[src/inc/acs_pkg.sv]
package acs_pkg;

   // register byte addresses
   localparam logic [7:0] ADDR_CTRL_A = 8'h00;
   localparam logic [7:0] ADDR_CTRL_B = 8'h04;
   localparam logic [7:0] ADDR_CH_REF = 8'h08;
   localparam logic [7:0] ADDR_RES_LO = 8'h0C;
   localparam logic [7:0] ADDR_RES_HI = 8'h10;

   // converter_control_a fields
   localparam int CA_ENABLE = 7;
   localparam int CA_START = 6;
   localparam int CA_AUTO = 5;
   localparam int CA_DONE = 4;
   localparam int CA_IRQ_EN = 3;
   localparam int CA_PRESC_LSB = 0;
   // converter_control_b fields
   localparam int CB_LEFT = 4;
   localparam int CB_TRIG_LSB = 0;
   // channel_reference_config fields
   localparam int CR_REF = 6;
   localparam int CR_CHAN_LSB = 0;

   localparam logic [2:0] TRIG_DONE_FLAG = 3'h0;
   localparam logic [1:0] RESP_OKAY = 2'h0;
   localparam logic [1:0] RESP_SLVERR = 2'h2;
   localparam logic [31:0] RDATA_RESET = 32'h0000_0000;

   // conversion timing in half converter clock cycles
   localparam logic [5:0] FIRST_SH_X2 = 6'h1B;   // 13.5 cycles
   localparam logic [5:0] FIRST_LEN_X2 = 6'h32;  // 25 cycles
   localparam logic [5:0] NORM_SH_X2 = 6'h03;    // 1.5 cycles
   localparam logic [5:0] NORM_LEN_X2 = 6'h1A;   // 13 cycles
   localparam logic [5:0] AUTO_SH_X2 = 6'h04;    // 2 cycles
   localparam logic [5:0] AUTO_LEN_X2 = 6'h1B;   // 13.5 cycles
   localparam logic [5:0] FREE_SH_X2 = 6'h05;    // 2.5 cycles
   localparam logic [5:0] FREE_LEN_X2 = 6'h1C;   // 14 cycles
   localparam logic [5:0] LAST_CYCLE_X2 = 6'h02;
   localparam logic [1:0] SYNC_CYCLES = 2'h3;

   localparam logic [1:0] KIND_FIRST = 2'h0;
   localparam logic [1:0] KIND_NORM = 2'h1;
   localparam logic [1:0] KIND_AUTO = 2'h2;
   localparam logic [1:0] KIND_FREE = 2'h3;

   typedef enum logic [3:0] {
      ST_IDLE = 4'b0001,
      ST_PEND = 4'b0010,
      ST_SYNC = 4'b0100,
      ST_RUN = 4'b1000
   } acs_state_e_t;

   typedef struct packed {
      acs_state_e_t st;
      logic [1:0] kind;
      logic [5:0] ph;
      logic [6:0] div;
      logic [1:0] sync;
      logic en;
      logic auto_en;
      logic done_flag;
      logic irq_en;
      logic [2:0] presc;
      logic [2:0] trig_sel;
      logic left;
      logic [3:0] chan_sw;
      logic ref_sw;
      logic [3:0] chan_lk;
      logic ref_lk;
      logic first;
      logic rd_lock;
      logic [7:0] res_hi;
      logic [7:0] res_lo;
      logic [7:0] trig_q;
      logic sleep_q;
      logic sh_pulse;
      logic aw_got;
      logic [7:0] aw_addr;
      logic w_got;
      logic [7:0] w_data;
      logic w_lane;
      logic bvalid;
      logic [1:0] bresp;
      logic rvalid;
      logic [31:0] rdata;
      logic [1:0] rresp;
   } acs_regs_t;

   function automatic logic [6:0] div_mask(input logic [2:0] sel);
      logic [6:0] m;
      m = 7'h01;
      if (sel > 3'h1) begin
         m = 7'(({7'h00, 1'b1} << sel) - 8'h01);
      end
      return m;
   endfunction : div_mask

   function automatic logic [5:0] sh_x2(input logic [1:0] kind);
      unique case (kind)
         KIND_FIRST: return FIRST_SH_X2;
         KIND_NORM: return NORM_SH_X2;
         KIND_AUTO: return AUTO_SH_X2;
         default: return FREE_SH_X2;
      endcase
   endfunction : sh_x2

   function automatic logic [5:0] len_x2(input logic [1:0] kind);
      unique case (kind)
         KIND_FIRST: return FIRST_LEN_X2;
         KIND_NORM: return NORM_LEN_X2;
         KIND_AUTO: return AUTO_LEN_X2;
         default: return FREE_LEN_X2;
      endcase
   endfunction : len_x2

endpackage : acs_pkg

[src/rtl/acs_sequencer.sv]
// Overview of operation
// RL1 - analog selections inactive until converter enabled
// RL2 - result right-aligned, left-aligned when selected
// RL3 - low byte read blocks result updates
// RL4 - high byte read re-enables result updates
// RL5 - done flag set even when result discarded
// RL6 - start flag starts conversion, cleared at end
// RL7 - channel change applies after running conversion
// RL8 - trigger edge resets divider, starts conversion
// RL9 - edges during conversion ignored, levels ignored
// RL10 - trigger flag must fall before next trigger
// RL11 - done-flag source restarts after each conversion
// RL12 - start flag works with auto trigger
// RL13 - divider held reset while converter disabled
// RL14 - divider ratio chosen by prescale select
// RL15 - software keeps converter clock in range
// RL16 - software start waits for converter clock edge
// RL17 - 13 cycles normal, 25 cycles first
// RL18 - sample at 1.5 or 13.5 cycles
// RL19 - completion writes result, sets done, clears start
// RL20 - auto trigger: sample 2, total 13.5
// RL21 - free running: sample 2.5, total 14
// RL22 - channel and reference routed to converter
// RL23 - selections locked during conversion until last cycle
// RL24 - sleep halt starts idle single conversion
// RL25 - each trigger a separate input, edge-detected
module acs_sequencer
   import acs_pkg::*;
(
   input wire logic clk,
   input wire logic rstn,
   input wire logic ce,
   input wire logic [7:0] s_axi_awaddr,
   input wire logic s_axi_awvalid,
   output logic s_axi_awready,
   input wire logic [31:0] s_axi_wdata,
   input wire logic [3:0] s_axi_wstrb,
   input wire logic s_axi_wvalid,
   output logic s_axi_wready,
   output logic [1:0] s_axi_bresp,
   output logic s_axi_bvalid,
   input wire logic s_axi_bready,
   input wire logic [7:0] s_axi_araddr,
   input wire logic s_axi_arvalid,
   output logic s_axi_arready,
   output logic [31:0] s_axi_rdata,
   output logic [1:0] s_axi_rresp,
   output logic s_axi_rvalid,
   input wire logic s_axi_rready,
   input wire logic [7:0] trig_in,
   input wire logic sleep_halt,
   input wire logic [9:0] sar_result,
   output logic ana_enable,
   output logic [3:0] ana_channel,
   output logic ana_reference,
   output logic sample_hold,
   output logic done_irq
);
   import acs_pkg::*;

   acs_regs_t s_r;
   acs_regs_t s_nxt;
   logic [6:0] mask;
   logic tick;
   logic half;
   logic [7:0] edge_vec;
   logic sel_edge;
   logic sw_start;
   logic sleep_start;
   logic [5:0] ph_inc;
   logic finish;
   logic rd_take;
   logic last_cycle;

   assign s_axi_awready = !s_r.aw_got && !s_r.bvalid;
   assign s_axi_wready = !s_r.w_got && !s_r.bvalid;
   assign s_axi_bvalid = s_r.bvalid;
   assign s_axi_bresp = s_r.bresp;
   assign s_axi_arready = !s_r.rvalid;
   assign s_axi_rvalid = s_r.rvalid;
   assign s_axi_rdata = s_r.rdata;
   assign s_axi_rresp = s_r.rresp;
   assign ana_enable = s_r.en;
   assign ana_channel = s_r.en ? s_r.chan_lk : 4'h0;  // RL1 RL22
   assign ana_reference = s_r.en & s_r.ref_lk;  // RL1 RL22
   assign sample_hold = s_r.sh_pulse;
   assign done_irq = s_r.done_flag & s_r.irq_en;

   always_comb begin
      s_nxt = s_r;
      s_nxt.sh_pulse = 1'b0;
      finish = 1'b0;
      sw_start = 1'b0;
      rd_take = s_axi_arvalid && !s_r.rvalid;
      mask = div_mask(s_r.presc);  // RL14
      tick = s_r.en && ((s_r.div & mask) == mask);
      half = s_r.en && ((s_r.div & mask) == (mask >> 1));
      ph_inc = s_r.ph + 6'h01;
      last_cycle = (s_r.ph >= (len_x2(s_r.kind) - LAST_CYCLE_X2));
      // rising edges of separate trigger inputs
      edge_vec = trig_in & ~s_r.trig_q;  // RL25
      s_nxt.trig_q = trig_in;
      // a held-high flag gives no new edge until software clears it
      sel_edge = s_r.auto_en && (s_r.trig_sel != TRIG_DONE_FLAG)
         && edge_vec[s_r.trig_sel];  // RL8 RL10
      sleep_start = sleep_halt && !s_r.sleep_q && !s_r.auto_en;  // RL24
      s_nxt.sleep_q = sleep_halt;
      s_nxt.div = s_r.en ? s_r.div + 7'h01 : 7'h00;  // RL13

      // write channel
      if (s_axi_awvalid && s_axi_awready) begin
         s_nxt.aw_got = 1'b1;
         s_nxt.aw_addr = s_axi_awaddr;
      end
      if (s_axi_wvalid && s_axi_wready) begin
         s_nxt.w_got = 1'b1;
         s_nxt.w_data = s_axi_wdata[7:0];
         s_nxt.w_lane = s_axi_wstrb[0];
      end
      if (s_r.bvalid && s_axi_bready) begin
         s_nxt.bvalid = 1'b0;
      end
      if (s_r.aw_got && s_r.w_got && !s_r.bvalid) begin
         s_nxt.aw_got = 1'b0;
         s_nxt.w_got = 1'b0;
         s_nxt.bvalid = 1'b1;
         s_nxt.bresp = RESP_OKAY;
         unique case (s_r.aw_addr)
            ADDR_CTRL_A: begin
               if (s_r.w_lane) begin
                  s_nxt.en = s_r.w_data[CA_ENABLE];
                  s_nxt.auto_en = s_r.w_data[CA_AUTO];
                  s_nxt.irq_en = s_r.w_data[CA_IRQ_EN];
                  s_nxt.presc = s_r.w_data[CA_PRESC_LSB +: 3];
                  sw_start = s_r.w_data[CA_START];  // RL6 RL12
                  if (s_r.w_data[CA_DONE]) begin
                     s_nxt.done_flag = 1'b0;
                  end
               end
            end
            ADDR_CTRL_B: begin
               if (s_r.w_lane) begin
                  s_nxt.left = s_r.w_data[CB_LEFT];
                  s_nxt.trig_sel = s_r.w_data[CB_TRIG_LSB +: 3];
               end
            end
            ADDR_CH_REF: begin
               if (s_r.w_lane) begin
                  s_nxt.ref_sw = s_r.w_data[CR_REF];
                  s_nxt.chan_sw = s_r.w_data[CR_CHAN_LSB +: 4];
               end
            end
            ADDR_RES_LO, ADDR_RES_HI: begin
            end
            default: s_nxt.bresp = RESP_SLVERR;
         endcase
      end

      // read channel
      if (s_r.rvalid && s_axi_rready) begin
         s_nxt.rvalid = 1'b0;
      end
      if (rd_take) begin
         s_nxt.rvalid = 1'b1;
         s_nxt.rresp = RESP_OKAY;
         s_nxt.rdata = RDATA_RESET;
         unique case (s_axi_araddr)
            ADDR_CTRL_A: begin
               s_nxt.rdata[CA_ENABLE] = s_r.en;
               s_nxt.rdata[CA_START] = (s_r.st != ST_IDLE);  // RL12
               s_nxt.rdata[CA_AUTO] = s_r.auto_en;
               s_nxt.rdata[CA_DONE] = s_r.done_flag;
               s_nxt.rdata[CA_IRQ_EN] = s_r.irq_en;
               s_nxt.rdata[CA_PRESC_LSB +: 3] = s_r.presc;
            end
            ADDR_CTRL_B: begin
               s_nxt.rdata[CB_LEFT] = s_r.left;
               s_nxt.rdata[CB_TRIG_LSB +: 3] = s_r.trig_sel;
            end
            ADDR_CH_REF: begin
               s_nxt.rdata[CR_REF] = s_r.ref_sw;
               s_nxt.rdata[CR_CHAN_LSB +: 4] = s_r.chan_sw;
            end
            ADDR_RES_LO: begin
               s_nxt.rdata[7:0] = s_r.res_lo;
               s_nxt.rd_lock = 1'b1;  // RL3
            end
            ADDR_RES_HI: begin
               s_nxt.rdata[7:0] = s_r.res_hi;
               s_nxt.rd_lock = 1'b0;  // RL4
            end
            default: s_nxt.rresp = RESP_SLVERR;
         endcase
      end

      // selections follow software except before the last cycle of a running conversion
      if (s_r.st != ST_RUN || last_cycle) begin
         s_nxt.chan_lk = s_r.chan_sw;  // RL7 RL23
         s_nxt.ref_lk = s_r.ref_sw;  // RL23
      end

      // conversion sequencer
      unique case (s_r.st)
         ST_IDLE: begin
            if (sw_start || sleep_start) begin
               s_nxt.st = ST_PEND;  // RL6 RL24
            end else if (sel_edge) begin
               s_nxt.st = ST_SYNC;  // RL8
               s_nxt.sync = 2'h0;
            end
         end
         ST_PEND: begin
            if (tick) begin
               s_nxt.st = ST_RUN;  // RL16
               s_nxt.ph = 6'h00;
               s_nxt.kind = s_r.first ? KIND_FIRST : KIND_NORM;  // RL17
            end
         end
         ST_SYNC: begin
            s_nxt.sync = s_r.sync + 2'h1;
            if (s_r.sync == SYNC_CYCLES - 2'h1) begin
               s_nxt.st = ST_RUN;  // RL20
               s_nxt.ph = 6'h00;
               s_nxt.div = 7'h00;  // RL8
               s_nxt.kind = s_r.first ? KIND_FIRST : KIND_AUTO;
            end
         end
         ST_RUN: begin
            // trigger edges are not looked at here
            if (tick || half) begin  // RL9
               s_nxt.ph = ph_inc;
               if (ph_inc == sh_x2(s_r.kind)) begin
                  s_nxt.sh_pulse = 1'b1;  // RL18 RL20 RL21
               end
               if (ph_inc == len_x2(s_r.kind)) begin
                  finish = 1'b1;  // RL17
               end
            end
         end
      endcase

      if (finish) begin
         s_nxt.done_flag = 1'b1;  // RL5 RL19
         s_nxt.first = 1'b0;
         if (!s_r.rd_lock) begin  // RL3
            if (s_r.left) begin
               s_nxt.res_hi = sar_result[9:2];  // RL2
               s_nxt.res_lo = {sar_result[1:0], 6'h00};
            end else begin
               s_nxt.res_hi = {6'h00, sar_result[9:8]};  // RL2
               s_nxt.res_lo = sar_result[7:0];
            end
         end
         if (s_r.auto_en && s_r.trig_sel == TRIG_DONE_FLAG) begin
            s_nxt.ph = 6'h00;  // RL11 RL21
            s_nxt.kind = KIND_FREE;
         end else begin
            s_nxt.st = ST_IDLE;  // RL19
         end
      end

      if (!s_r.en) begin
         s_nxt.st = ST_IDLE;
         s_nxt.first = 1'b1;
      end
   end

   always_ff @(posedge clk) begin
      if (!rstn) begin
         s_r <= '0;
         s_r.st <= ST_IDLE;
         s_r.first <= 1'b1;
      end else if (ce) begin
         s_r <= s_nxt;
      end
   end
endmodule : acs_sequencer

[config.mk]
export PLATFORM = sky130hd
export DESIGN_NAME = acs_sequencer
export DESIGN_NICKNAME = d
export VERILOG_FILES = /design/src/inc/acs_pkg.sv /design/src/rtl/acs_sequencer.sv
export SDC_FILE = /design/constraint.sdc
export NUM_CORES = 1
export LEC_CHECK = 0
export BUFFER_PORTS_ARGS = -buffer_cell sky130_fd_sc_hd__buf_2
export CAP_MARGIN = 40
export CORE_ASPECT_RATIO = 2
export CORE_MARGIN = 2
export CORE_UTILIZATION = 25
export DETAILED_ROUTE_END_ITERATION = 8
export SLEW_MARGIN = 15
export SYNTH_ARGS = -nofsm -noshare
export SYNTH_HDL_FRONTEND = slang
export SYNTH_SLANG_ARGS = --single-unit
[constraint.sdc]
create_clock -name clk -period 7.2 [get_ports clk]
set_clock_uncertainty 0.1 [all_clocks]
set_input_delay 0 -clock clk [delete_from_list [all_inputs] [get_ports clk]]
set_output_delay 0 -clock clk [all_outputs]
set_load 0.01 [all_outputs]
==> impl_metrics.csv, run 1 <==
group,metric,value,unit
outcome,status,"completed",
global_route,grt_overflow,0,
clock_network,htree_levels,3,
drt,avgRoutedWirePerCell,15.16,um
power,combPwrFrac,8.9,%
setup_path,critPathTopFamily,"compound AO/OA/AOI/OAI gates",
global_route,grt_max_degree,77,
final_layout,n_fill_cell,2414,
timing,grt_setup_unrepaired,"no",
synthesis,netlist.area_leader.share,35.07,%
run,maxCapViolations,0,
power,power_frac_clock,42.4,%
synthesis,ys_seq_area_share,35.07,%
setup_path,critPathMaxFanout,19,
clock_network,clk_pin_slew_worst_paths,0.07,ns
final_layout,drive_above_1_share,16.48,%
setup_path,worst_setup_path_end_kind,"flip-flop",
timing,slew_violations,0,
clock_network,clock_latency,0.36,ns
floorplan,die_area,0.02413,sq mm
clock_network,cts_tree,"built",
synthesis,synth_top_area_cell,"dfxtp_1",
floorplan,ios,128,
final_layout,fin_util,30.29,%
global_route,antenna_found_initial,0,
synthesis,yosysWarnings,0,
timing,finalCritPeriodShare,49.64,%
timing,setup_violations,0,
setup_path,crit_chain,"or3_1, ha_1, or2_1, a21oi_1, o31a_1, nor2_1, a41oi_1, o21ai_0, o221ai_1",
power,powerDensity,171.7,mW/mm^2
drt,wl_met1,5557,um
placement,dp_hpwl,12120,um
placement,place.gp.congestion,0.8746,
setup_path,critical_path.max_stage_delay,0.72,ns
drt,drtIter0Drc,264,
timing,finalHoldViolCount,0,
floorplan,fp-row-count,78,
power,ir_worst_vdd,0.1346,mV
synthesis,synth_area_leaders,"dfxtp_1 35%, mux2i_1 6.8%, nand2_1 6.0%, buf_4 5.0%, a21oi_1 4.6%",
timing,worst_slew_pin_slew,0.7906,ns
drt,wl_met2,9198,um
timing,setup-tns-final,0,ns
timing,post-route-min-period,3.574,ns
min_path,hold_class,"in -> reg",
clock_network,clock_path_buffers,2,
final_layout,n_antenna_cell,0,
drt,drc,0,
synthesis,synth.most_common_cell,"dfxtp_1",
power,internal_power,880.6,uW
floorplan,core_area,0.02254,sq mm
setup_path,cp_num_buf_inv,0,
clock_network,clock-root-buffer,"clkbuf_16",
drt,firstDrtPassIters,4,
placement,portBuffers,73,
setup_path,start_kind,"flip-flop",
power,switchingPower,292.2,uW
floorplan,die-height,217.7,um
drt,dr_wl_met3,440,um
synthesis,ys_ff_latch,100,
drt,wl,16210,um
setup_path,required,7.32,ns
floorplan,initial_core_util,25.32,%
floorplan,die_w,110.8,um
global_route,grt_pass1_vias,4950,
synthesis,synth_area,0.005708,sq mm
power,power_leakage,0.002619,uW
clock_network,post-cts-setup-buffer-count,0,
setup_path,arrival,3.69,ns
setup_path,crit_type,"reg -> reg",
global_route,grt_pass1_wl,25630,um
final_layout,areaGrowthSynthToFinish,19.64,%
synthesis,ys_async_sr_fraction,0,%
clock_network,clock-sinks,100,
synthesis,yosysUniqueCellTypes,70,
drt,top_layer,"met4",
global_route,track_usage,13.36,%
drt,viasPerCell,4.841,
drt,postRouteAntennaNets,0,
synthesis,syn_inst,705,
synthesis,synth_ff_type,"dfxtp_1",
power,seqPwrFrac,48.7,%
final_layout,fin_nets,872,
timing,slew_headroom,47.18,%
drt,vias,5175,
synthesis,post_synth.cell_area_avg,8.096,sq um
clock_network,cts_inserted_buffers,9,
synthesis,synthTopCellsByCount,"100 x dfxtp_1, 91 x nand2_1, 69 x nor2_1",
power,sw_frac_of_total,24.92,%
timing,max_freq,0.2798,GHz
setup_path,worst_path_max_delay_cell,"dfxtp_1",
synthesis,synth_edf_count,0,
-- per-stage QoR --
stage,total power [uW],std cells,cell area (sq um),worst slack (ns),hold WS [ns]
floorplan,648.1,731,5806,4.178,0.03596
global placement,669.7,1012,6100,3.785,0.1438
detailed placement,670.9,1012,6100,3.707,0.1461
CTS,1182,1068,6802,3.690,0.007468
global route,1215,1069,6829,3.458,0.06659
finish,1173,1069,6829,3.626,0.01926
-- layout by cell type, fill, tap and decap left out, types with 4 or more instances in the layout --
| cell type | n |
|---|---|
| mux2i_1 | 39 |
| xnor2_1 | 7 |
| nand2_1 | 91 |
| a21o_1 | 4 |
| dlygate4sd3_1 | 40 |
| conb_1 | 27 |
| o21ai_0 | 25 |
| a22oi_1 | 4 |
| dfxtp_1 | 100 |
| nor2_1 | 69 |
| nor3b_1 | 6 |
| o31ai_1 | 5 |
| nand4_1 | 5 |
| inv_1 | 16 |
| and2_1 | 9 |
| a21oi_2 | 7 |
| nand3b_1 | 13 |
| or2_1 | 4 |
| nor4_1 | 4 |
| o22ai_1 | 5 |
| ha_1 | 9 |
| clkinvlp_4 | 4 |
| nand3_1 | 19 |
| or3_1 | 4 |
| a31oi_1 | 5 |
| clkbuf_16 | 9 |
| a221oi_1 | 5 |
| buf_4 | 5 |
| a211o_1 | 5 |
| and3_1 | 5 |
| a21oi_1 | 52 |
| mux2_2 | 10 |
| nand3_2 | 4 |
| nor2b_1 | 9 |
| nor3_1 | 12 |
| a211oi_1 | 4 |
| nand2b_1 | 20 |
| buf_2 | 73 |
-- power groups by stage --
stage / clock, uW / sequential [uW] / combinational, uW
after floorplan: 0 / 581 / 66.7
after global placement: 0 / 584 / 85.6
after detailed placement: 0 / 584 / 86.6
after CTS: 508 / 571 / 103
after global routing: 528 / 572 / 115
final: 497 / 572 / 105
-- routing by layer --
metal,GRT usage (%),up-vias
met5,0,-
met1,12.24,2443
li1,-,2562
met3,1.668,48
met4,9.125,0
met2,26.69,122
-- registers in the layout, summed over array words and instances (netlist names) --
register and cells:
s_axi_rdata 8, s_axi_rvalid 1, s_axi_bvalid 1, ana_enable 1, s_axi_rresp 1, sample_hold 1, s_r 86, s_axi_bresp 1
-- path summary, 6_finish.rpt --
check / cells after the start / slack (ns) / end / startpoint
worst max-delay path: 9 / 3.63 / s_r[117]$_SDFFE_PN0P_ / s_r[100]$_SDFFE_PN0P_
worst min-delay path: 4 / 0.02 / s_axi_rdata[6]$_SDFFE_PN0P_ / s_axi_araddr[3]
worst max register to register: 9 / 3.63 / s_r[117]$_SDFFE_PN0P_ / s_r[100]$_SDFFE_PN0P_
worst min register to register: 2 / 0.35 / s_r[54]$_SDFFE_PN0P_ / s_r[54]$_SDFFE_PN0P_
-- cell families (layout without fill, tap and decap cells) --
logic type	Yosys count	in the layout	share of synthesized area [%]
adder cells (fa/ha/maj)	9	9	1.973
buffers and inverters	95	153	9.228
XOR/XNOR	10	10	1.535
multiplexers	49	49	8.812
other	1	27	0.06570
AO/OA/AOI/OAI	147	147	17.05
flip-flops	100	100	35.07
AND/OR/NAND/NOR	294	294	26.26
-- final cells by class --
cell class	count	area (sq um)	share of cell area, %
clock buffers	9	225.2	3.298
clock inverters	7	76.32	1.118
inverters	18	67.56	0.9894
multi-input cells	536	3277	47.98
flip-flops and latches	100	2002	29.31
well taps	280	350.3	5.130
repair buffers	119	830.8	12.17
-- what timing repair did --
item                                   in CTS  in global routing
endpoints found under the hold margin      47                  0
hold buffers                               40                  0
resized for setup                           0                  0
-- worst register-to-register path, cell delays in order, from the launching register on --
cell and delay (ns):
dfxtp_1 0.72, or3_1 0.20, ha_1 0.35, or2_1 0.20
a21oi_1 0.08, o31a_1 0.31, nor2_1 0.34, a41oi_1 0.28
o21ai_0 0.66, o221ai_1 0.19
No activity file was read; power rests on OpenSTA's default activity.
==> inputs of run 2 (changes only) <==
ABC_AREA = 1   (was default)
clock period = 3.4 ns   (was 7.2 ns; I/O delays follow)
==> run 2 against run 1 <==
Effect of this change:
- synthesized area is 0.99% lower
- critical path depth up 5
- synthesized cell count grew 22%
- total power is 120% higher
- setup slack worse by 3.2 ns
- final area fell by 0.37%
- combinational power grew 140%
- sequential power increased by 110%
- hold slack lost 0.0066 ns
- global-route usage grew 1.1 points
- critical endpoint is now s_r[77]$_SDFFE_PN0P_
==> impl_metrics.csv, run 2 <==
group,metric,value,unit
outcome,status,"completed",
drt,wl,16870,um
timing,slew_violations,0,
floorplan,initial_core_util,25.51,%
power,switchingPower,639.9,uW
setup_path,crit_type,"reg -> reg",
global_route,grt_pass1_wl,26140,um
drt,drtIter0Drc,205,
placement,place.gp.congestion,0.8687,
placement,portBuffers,73,
synthesis,synth_ff_type,"dfxtp_1",
power,seqPwrFrac,47.8,%
power,internal_power,1911,uW
synthesis,synth-compound-area-share,14.41,%
synthesis,post_synth.cell_area_avg,6.579,sq um
synthesis,synth_area,0.005652,sq mm
clock_network,cts_resized,0,
final_layout,largest_reg_flops,86,
final_layout,mostFrequentLayoutCell,"nand2_1",
drt,drc,0,
synthesis,syn_inst,859,
setup_path,critPathMaxFanout,32,
placement,dp_hpwl,13240,um
drt,firstDrtPassIters,5,
synthesis,synth_area_leaders,"dfxtp_1 35%, nand2_1 12%, nor2_1 8.7%, inv_1 7.7%, a21oi_1 5.5%",
clock_network,cts_tree,"built",
setup_path,required,3.52,ns
clock_network,clock-sinks,100,
synthesis,synth.most_common_cell,"nand2_1",
setup_path,reg2regPathDepth,14,
final_layout,drive_above_1_share,13.30,%
timing,finalCritPeriodShare,86.88,%
drt,top_layer,"met4",
synthesis,synthMuxAreaShare,0,%
synthesis,ys_seq_area_share,35.42,%
power,combPwrFrac,9.8,%
setup_path,ff2ff_setup_slack,0.45,ns
timing,worst_slew_pin_slew,0.7949,ns
timing,hold_slack,0.01267,ns
final_layout,areaGrowthSynthToFinish,20.39,%
global_route,grt_overflow,0,
setup_path,r2r_start,"s_r[100]$_SDFFE_PN0P_",
synthesis,netlist.area_leader.share,35.42,%
min_path,worstHoldStart,"s_axi_wdata[1]",
drt,viasPerCell,4.527,
power,power_frac_clock,42.4,%
timing,max_freq,0.3385,GHz
floorplan,die-height,216.6,um
power,ir_worst_vdd,0.3065,mV
timing,grt_setup_unrepaired,"no",
min_path,hold_class,"in -> reg",
synthesis,synth_top_area_cell,"dfxtp_1",
clock_network,clk_pin_slew_worst_paths,0.07,ns
timing,post-route-min-period,2.954,ns
final_layout,fin_util,30.71,%
clock_network,clock_latency,0.36,ns
placement,dp_worst_setup_slack,0.4382,ns
synthesis,synthSimpleGateAreaFrac,32.63,%
timing,setup-tns-final,0,ns
synthesis,synthXorXnorAreaFrac,0.1550,%
floorplan,core_area,0.02216,sq mm
synthesis,synth_adder_area_share,1.992,%
setup_path,crit-reg2reg-capture,"s_r[77]$_SDFFE_PN0P_",
synthesis,ys_async_sr_fraction,0,%
setup_path,worst_setup_path_end_kind,"flip-flop",
global_route,antenna_found_initial,0,
drt,wl_met2,9592,um
floorplan,ios,128,
synthesis,synth_top_family_by_area,"simple AND/OR/NAND/NOR gates",
drt,dr_wl_met3,439,um
global_route,grt_max_degree,55,
drt,wl_met1,5763,um
synthesis,synthTopCellsByCount,"187 x nand2_1, 131 x nor2_1, 116 x inv_1",
synthesis,ys_ff_latch,100,
min_path,min_to,"s_r[40]$_SDFFE_PN0P_",
floorplan,fp-row-count,77,
drt,avgRoutedWirePerCell,13.71,um
final_layout,n_antenna_cell,0,
floorplan,die_area,0.02390,sq mm
floorplan,die_w,110.3,um
final_layout,top_register,"s_r",
final_layout,mostFrequentLayoutCells,"187 x nand2_1, 131 x nor2_1, 116 x inv_1",
synthesis,yosysUniqueCellTypes,40,
setup_path,start_kind,"flip-flop",
drt,postRouteAntennaNets,0,
final_layout,fin_nets,1038,
run,maxCapViolations,0,
drt,vias,5573,
timing,layout_setup_ws,0.4461,ns
clock_network,clock_path_buffers,2,
power,sw_frac_of_total,25.08,%
synthesis,synth_edf_count,0,
global_route,track_usage,14.49,%
synthesis,yosysWarnings,0,
setup_path,arrival,3.07,ns
clock_network,cts_inserted_buffers,9,
power,power_leakage,0.003129,uW
clock_network,htree_levels,3,
power,powerDensity,374.9,mW/mm^2
min_path,hold_depth,3,
timing,setup_violations,0,
timing,finalHoldViolCount,0,
global_route,grt_pass1_vias,5318,
final_layout,n_fill_cell,2474,
timing,slew_headroom,46.57,%
clock_network,clock-root-buffer,"clkbuf_16",
## run 2: cell count changes after synthesis, sizes merged, moves of 21 or more
cell and delta:
nor2 +65, nand2 +98, nand2b -21, o21ai +32, mux2i -39, inv +105
## run 2: critical path, stage by stage, from the launching register on
cell and delay, ns:
dfxtp_1 0.49, nor2_2 0.11, nand2_1 0.08, ha_1 0.23, inv_1 0.08, o21ai_1 0.20, nand3_1 0.11, nor2_1 0.11
nor2_1 0.04, nor2_1 0.14, nand3_2 0.12, nand2_2 0.22, nand4_4 0.42, nor2_1 0.28, nor3b_2 0.07
## run 2: power by group through the flow
| stage | Clock (uW) | Sequential [uW] | Combinational [uW] |
|---|---|---|---|
| after floorplan | 0 | 1240 | 164 |
| after global placement | 0 | 1240 | 216 |
| after detailed placement | 0 | 1250 | 219 |
| after CTS | 1110 | 1220 | 254 |
| after global routing | 1130 | 1220 | 286 |
| final | 1080 | 1220 | 251 |
## run 2: through the flow
stage	instances	power (uW)	cell area, sq um
finish	1231	2551	6804
global route	1231	2642	6804
CTS	1231	2580	6804
detailed placement	1177	1464	6112
global placement	1177	1460	6112
floorplan	885	1405	5749
## run 2: timing repair
action                    in CTS  in global routing
hold buffers                  38                  0
setup buffers                  0                  0
hold endpoints to repair      43                  0
## run 2: cell type report
cell class                 count  area (sq um)  share of cell area (%)
clock inverter                 5         58.81                  0.8643
sequential                   100          2002                   29.42
inverter                     122         457.9                   6.730
tap                          276         345.3                   5.075
multi-input combinational    598          2882                   42.35
clock buffer                  11         252.7                   3.715
timing repair buffer         119         805.8                   11.84
## run 2: cell families (layout without fill, tap and decap cells)
logic type	Yosys count	after routing
and+or+nand+nor	413	413
other	1	27
AOI/OAI and AO/OA	148	148
xor gates and xnor gates	1	1
adders and majority gates	9	9
buffers and inverters	187	257
DFF	100	100
## run 2: routing by layer
layer / vias up / track usage, %
met5: - / 0
met4: 0 / 9.792
met3: 50 / 1.774
met2: 130 / 28.75
met1: 2530 / 12.68
li1: 2863 / -
## run 2: worst max path at each step
stage | endpoint | slack, ns | start
finish | s_r[77]$_SDFFE_PN0P_ | 0.45 | s_r[100]$_SDFFE_PN0P_
global route | s_r[77]$_SDFFE_PN0P_ | 0.13 | s_r[100]$_SDFFE_PN0P_
CTS | s_r[77]$_SDFFE_PN0P_ | 0.43 | s_r[100]$_SDFFE_PN0P_
detailed placement | s_r[77]$_SDFFE_PN0P_ | 0.44 | s_r[100]$_SDFFE_PN0P_
global placement | s_r[77]$_SDFFE_PN0P_ | 0.48 | s_r[100]$_SDFFE_PN0P_
floorplan | s_r[80]$_SDFFE_PN0P_ | 1.17 | s_r[100]$_SDFFE_PN0P_
==> inputs of run 3 (changes only) <==
==> constraint.sdc (replaced) <==
create_clock -name clk -period 3.4 [get_ports clk]
set_clock_uncertainty 0.1 [all_clocks]
set_input_delay 0.34 -clock clk [delete_from_list [all_inputs] [get_ports clk]]
set_output_delay 0.34 -clock clk [all_outputs]
set_load 0.01 [all_outputs]
==> run 3 against run 2 <==
Effect of this change:
- final cell count decreased by 3.0%
- register-to-register slack better by 0.04 ns
- routed wire length shrank 1.4%
- clock-buffer cell count decreased by 2
- first-iteration DRC count is 5.4% higher
- sequential power is essentially flat
- via count fell by 3.2%
- final area fell by 5.9%
- non-clock buffer count decreased by 37
- critical path type unchanged
- highest routed layer unchanged
==> impl_metrics.csv, run 3 (synthesis results as in run 2) <==
group,metric,value,unit
clock_network,htree_levels,3,
setup_path,crit_chain,"nor2_2, nand2_1, ha_1, inv_1, nand2_1, nand2_2, nand2_1, nand2_1, nand2_1, nand2_1, nor2_1, inv_2, nand2_2, nand4_4, buf_4, nor2_1, nor3b_2",
min_path,hold_class,"in -> reg",
clock_network,clk_pin_slew_worst_paths,0.08,ns
drt,firstDrtPassIters,5,
final_layout,mostFrequentLayoutCell,"nand2_1",
setup_path,crit_type,"reg -> reg",
final_layout,n_antenna_cell,0,
placement,dp_worst_setup_slack,0.5035,ns
setup_path,arrival,3.04,ns
global_route,grt_pass1_vias,5120,
placement,placed_area,0.006120,sq mm
drt,wl,16640,um
drt,avgRoutedWirePerCell,13.93,um
timing,worst_slew_pin_slew,0.7388,ns
setup_path,crit-reg2reg-capture,"s_r[77]$_SDFFE_PN0P_",
drt,drtIter0Drc,216,
clock_network,clock-sinks,100,
final_layout,mostFrequentLayoutCells,"187 x nand2_1, 131 x nor2_1, 116 x inv_1",
timing,setup_violations,0,
setup_path,start_kind,"flip-flop",
drt,drc,0,
timing,finalHoldViolCount,0,
drt,postRouteAntennaNets,0,
setup_path,reg2regPathDepth,17,
timing,slew_violations,0,
min_path,hold_depth,3,
setup_path,worst_setup_path_end_kind,"flip-flop",
floorplan,die-height,216.6,um
clock_network,clock-root-buffer,"clkbuf_16",
clock_network,clock_path_buffers,2,
floorplan,die_w,110.3,um
timing,max_freq,0.3433,GHz
timing,layout_setup_ws,0.4870,ns
drt,viasPerCell,4.516,
run,maxCapViolations,0,
power,power_leakage,0.002967,uW
clock_network,cts_tree,"built",
placement,place.gp.congestion,0.8603,
min_path,min_to,"s_r[60]$_SDFFE_PN0P_",
floorplan,core_area,0.02216,sq mm
setup_path,startpoint,"s_r[100]$_SDFFE_PN0P_",
timing,hold_slack,0.1163,ns
drt,vias,5392,
final_layout,fin_nets,1001,
final_layout,areaGrowthSynthToFinish,13.28,%
floorplan,ios,128,
global_route,grt_overflow,0,
min_path,worstHoldStart,"trig_in[1]",
final_layout,stdcell_area,0.006402,sq mm
setup_path,critical_path.max_stage_delay,0.51,ns
outcome,status,"completed",
setup_path,worst_path_max_delay_cell,"dfxtp_1",
timing,slew_headroom,50.34,%
timing,grt_setup_unrepaired,"no",
clock_network,clock_latency,0.37,ns
placement,dp_hpwl,13170,um
timing,finalCritPeriodShare,85.68,%
floorplan,die_area,0.02390,sq mm
global_route,grt_max_degree,55,
global_route,grt_pass1_wl,26160,um
timing,post-route-min-period,2.913,ns
setup_path,required,3.52,ns
placement,portBuffers,73,
floorplan,initial_core_util,25.51,%
global_route,track_usage,14.54,%
power,powerDensity,381.9,mW/mm^2
power,ir_worst_vdd,0.2556,mV
setup_path,cp_common_cell,"nand2_1",
setup_path,ff2ff_setup_slack,0.49,ns
clock_network,post-cts-setup-buffer-count,0,
final_layout,top_register,"s_r",
setup_path,r2r_start,"s_r[100]$_SDFFE_PN0P_",
clock_network,cts_resized,0,
clock_network,holdBufCountCts,0,
final_layout,largest_reg_flops,86,
global_route,antenna_found_initial,0,
setup_path,critPathMaxFanout,32,
final_layout,drive_above_1_share,13.94,%
clock_network,cts_inserted_buffers,9,
timing,setup-tns-final,0,ns
floorplan,fp-row-count,77,
run 3: area by class of cell:
| cell class | instances | area [sq um] |
|---|---|---|
| clock buffer | 9 | 225.2 |
| clock inverter | 7 | 57.56 |
| fill | 2477 | 15760 |
| inverter | 122 | 457.9 |
| multi-input combinational | 598 | 2882 |
| sequential | 100 | 2002 |
| tap | 276 | 345.3 |
| timing repair buffer | 82 | 432.9 |
run 3: routing by layer:
metal	share of wire, %	GRT usage (%)	vias up
met5	0	0	-
met3	3.4	2.226	43
met4	5.4	9.208	0
met2	58	28.38	121
met1	34	13.17	2429
li1	-	-	2799
run 3: per-stage QoR:
| step | total power, uW | util [%] | instances |
|---|---|---|---|
| global route | 2554 | 28.89 | 1194 |
| global placement | 1463 | 27.62 | 1178 |
| finish | 2445 | 28.89 | 1194 |
| detailed placement | 1466 | 27.62 | 1178 |
| floorplan | 1405 | - | 885 |
| CTS | 2478 | 28.89 | 1194 |
run 3: power by group:
part / switching (uW) / internal (uW)
clock network: 500 / 509
registers: 15.8 / 1200
logic: 150 / 69.6
total: 665 / 1780
run 3: how the worst max path moves through the flow:
stage	to	depth (start not counted)	slack, ns
2_1_floorplan	s_r[80]$_SDFFE_PN0P_	16	1.17
3_3_place_gp	s_r[77]$_SDFFE_PN0P_	17	0.54
3_5_place_dp	s_r[81]$_SDFFE_PN0P_	17	0.50
4_1_cts	s_r[81]$_SDFFE_PN0P_	17	0.48
5_1_grt	s_r[82]$_SDFFE_PN0P_	17	0.14
6_report	s_r[77]$_SDFFE_PN0P_	17	0.49
run 3: worst max-delay path, delay by kind of cell, from the launching register on:
kind | cells | cell delay (ns)
and+or+nand+nor | 13 | 1.51
buffers and inverters | 3 | 0.39
adders and majority gates | 1 | 0.24
DFF | 1 | 0.51
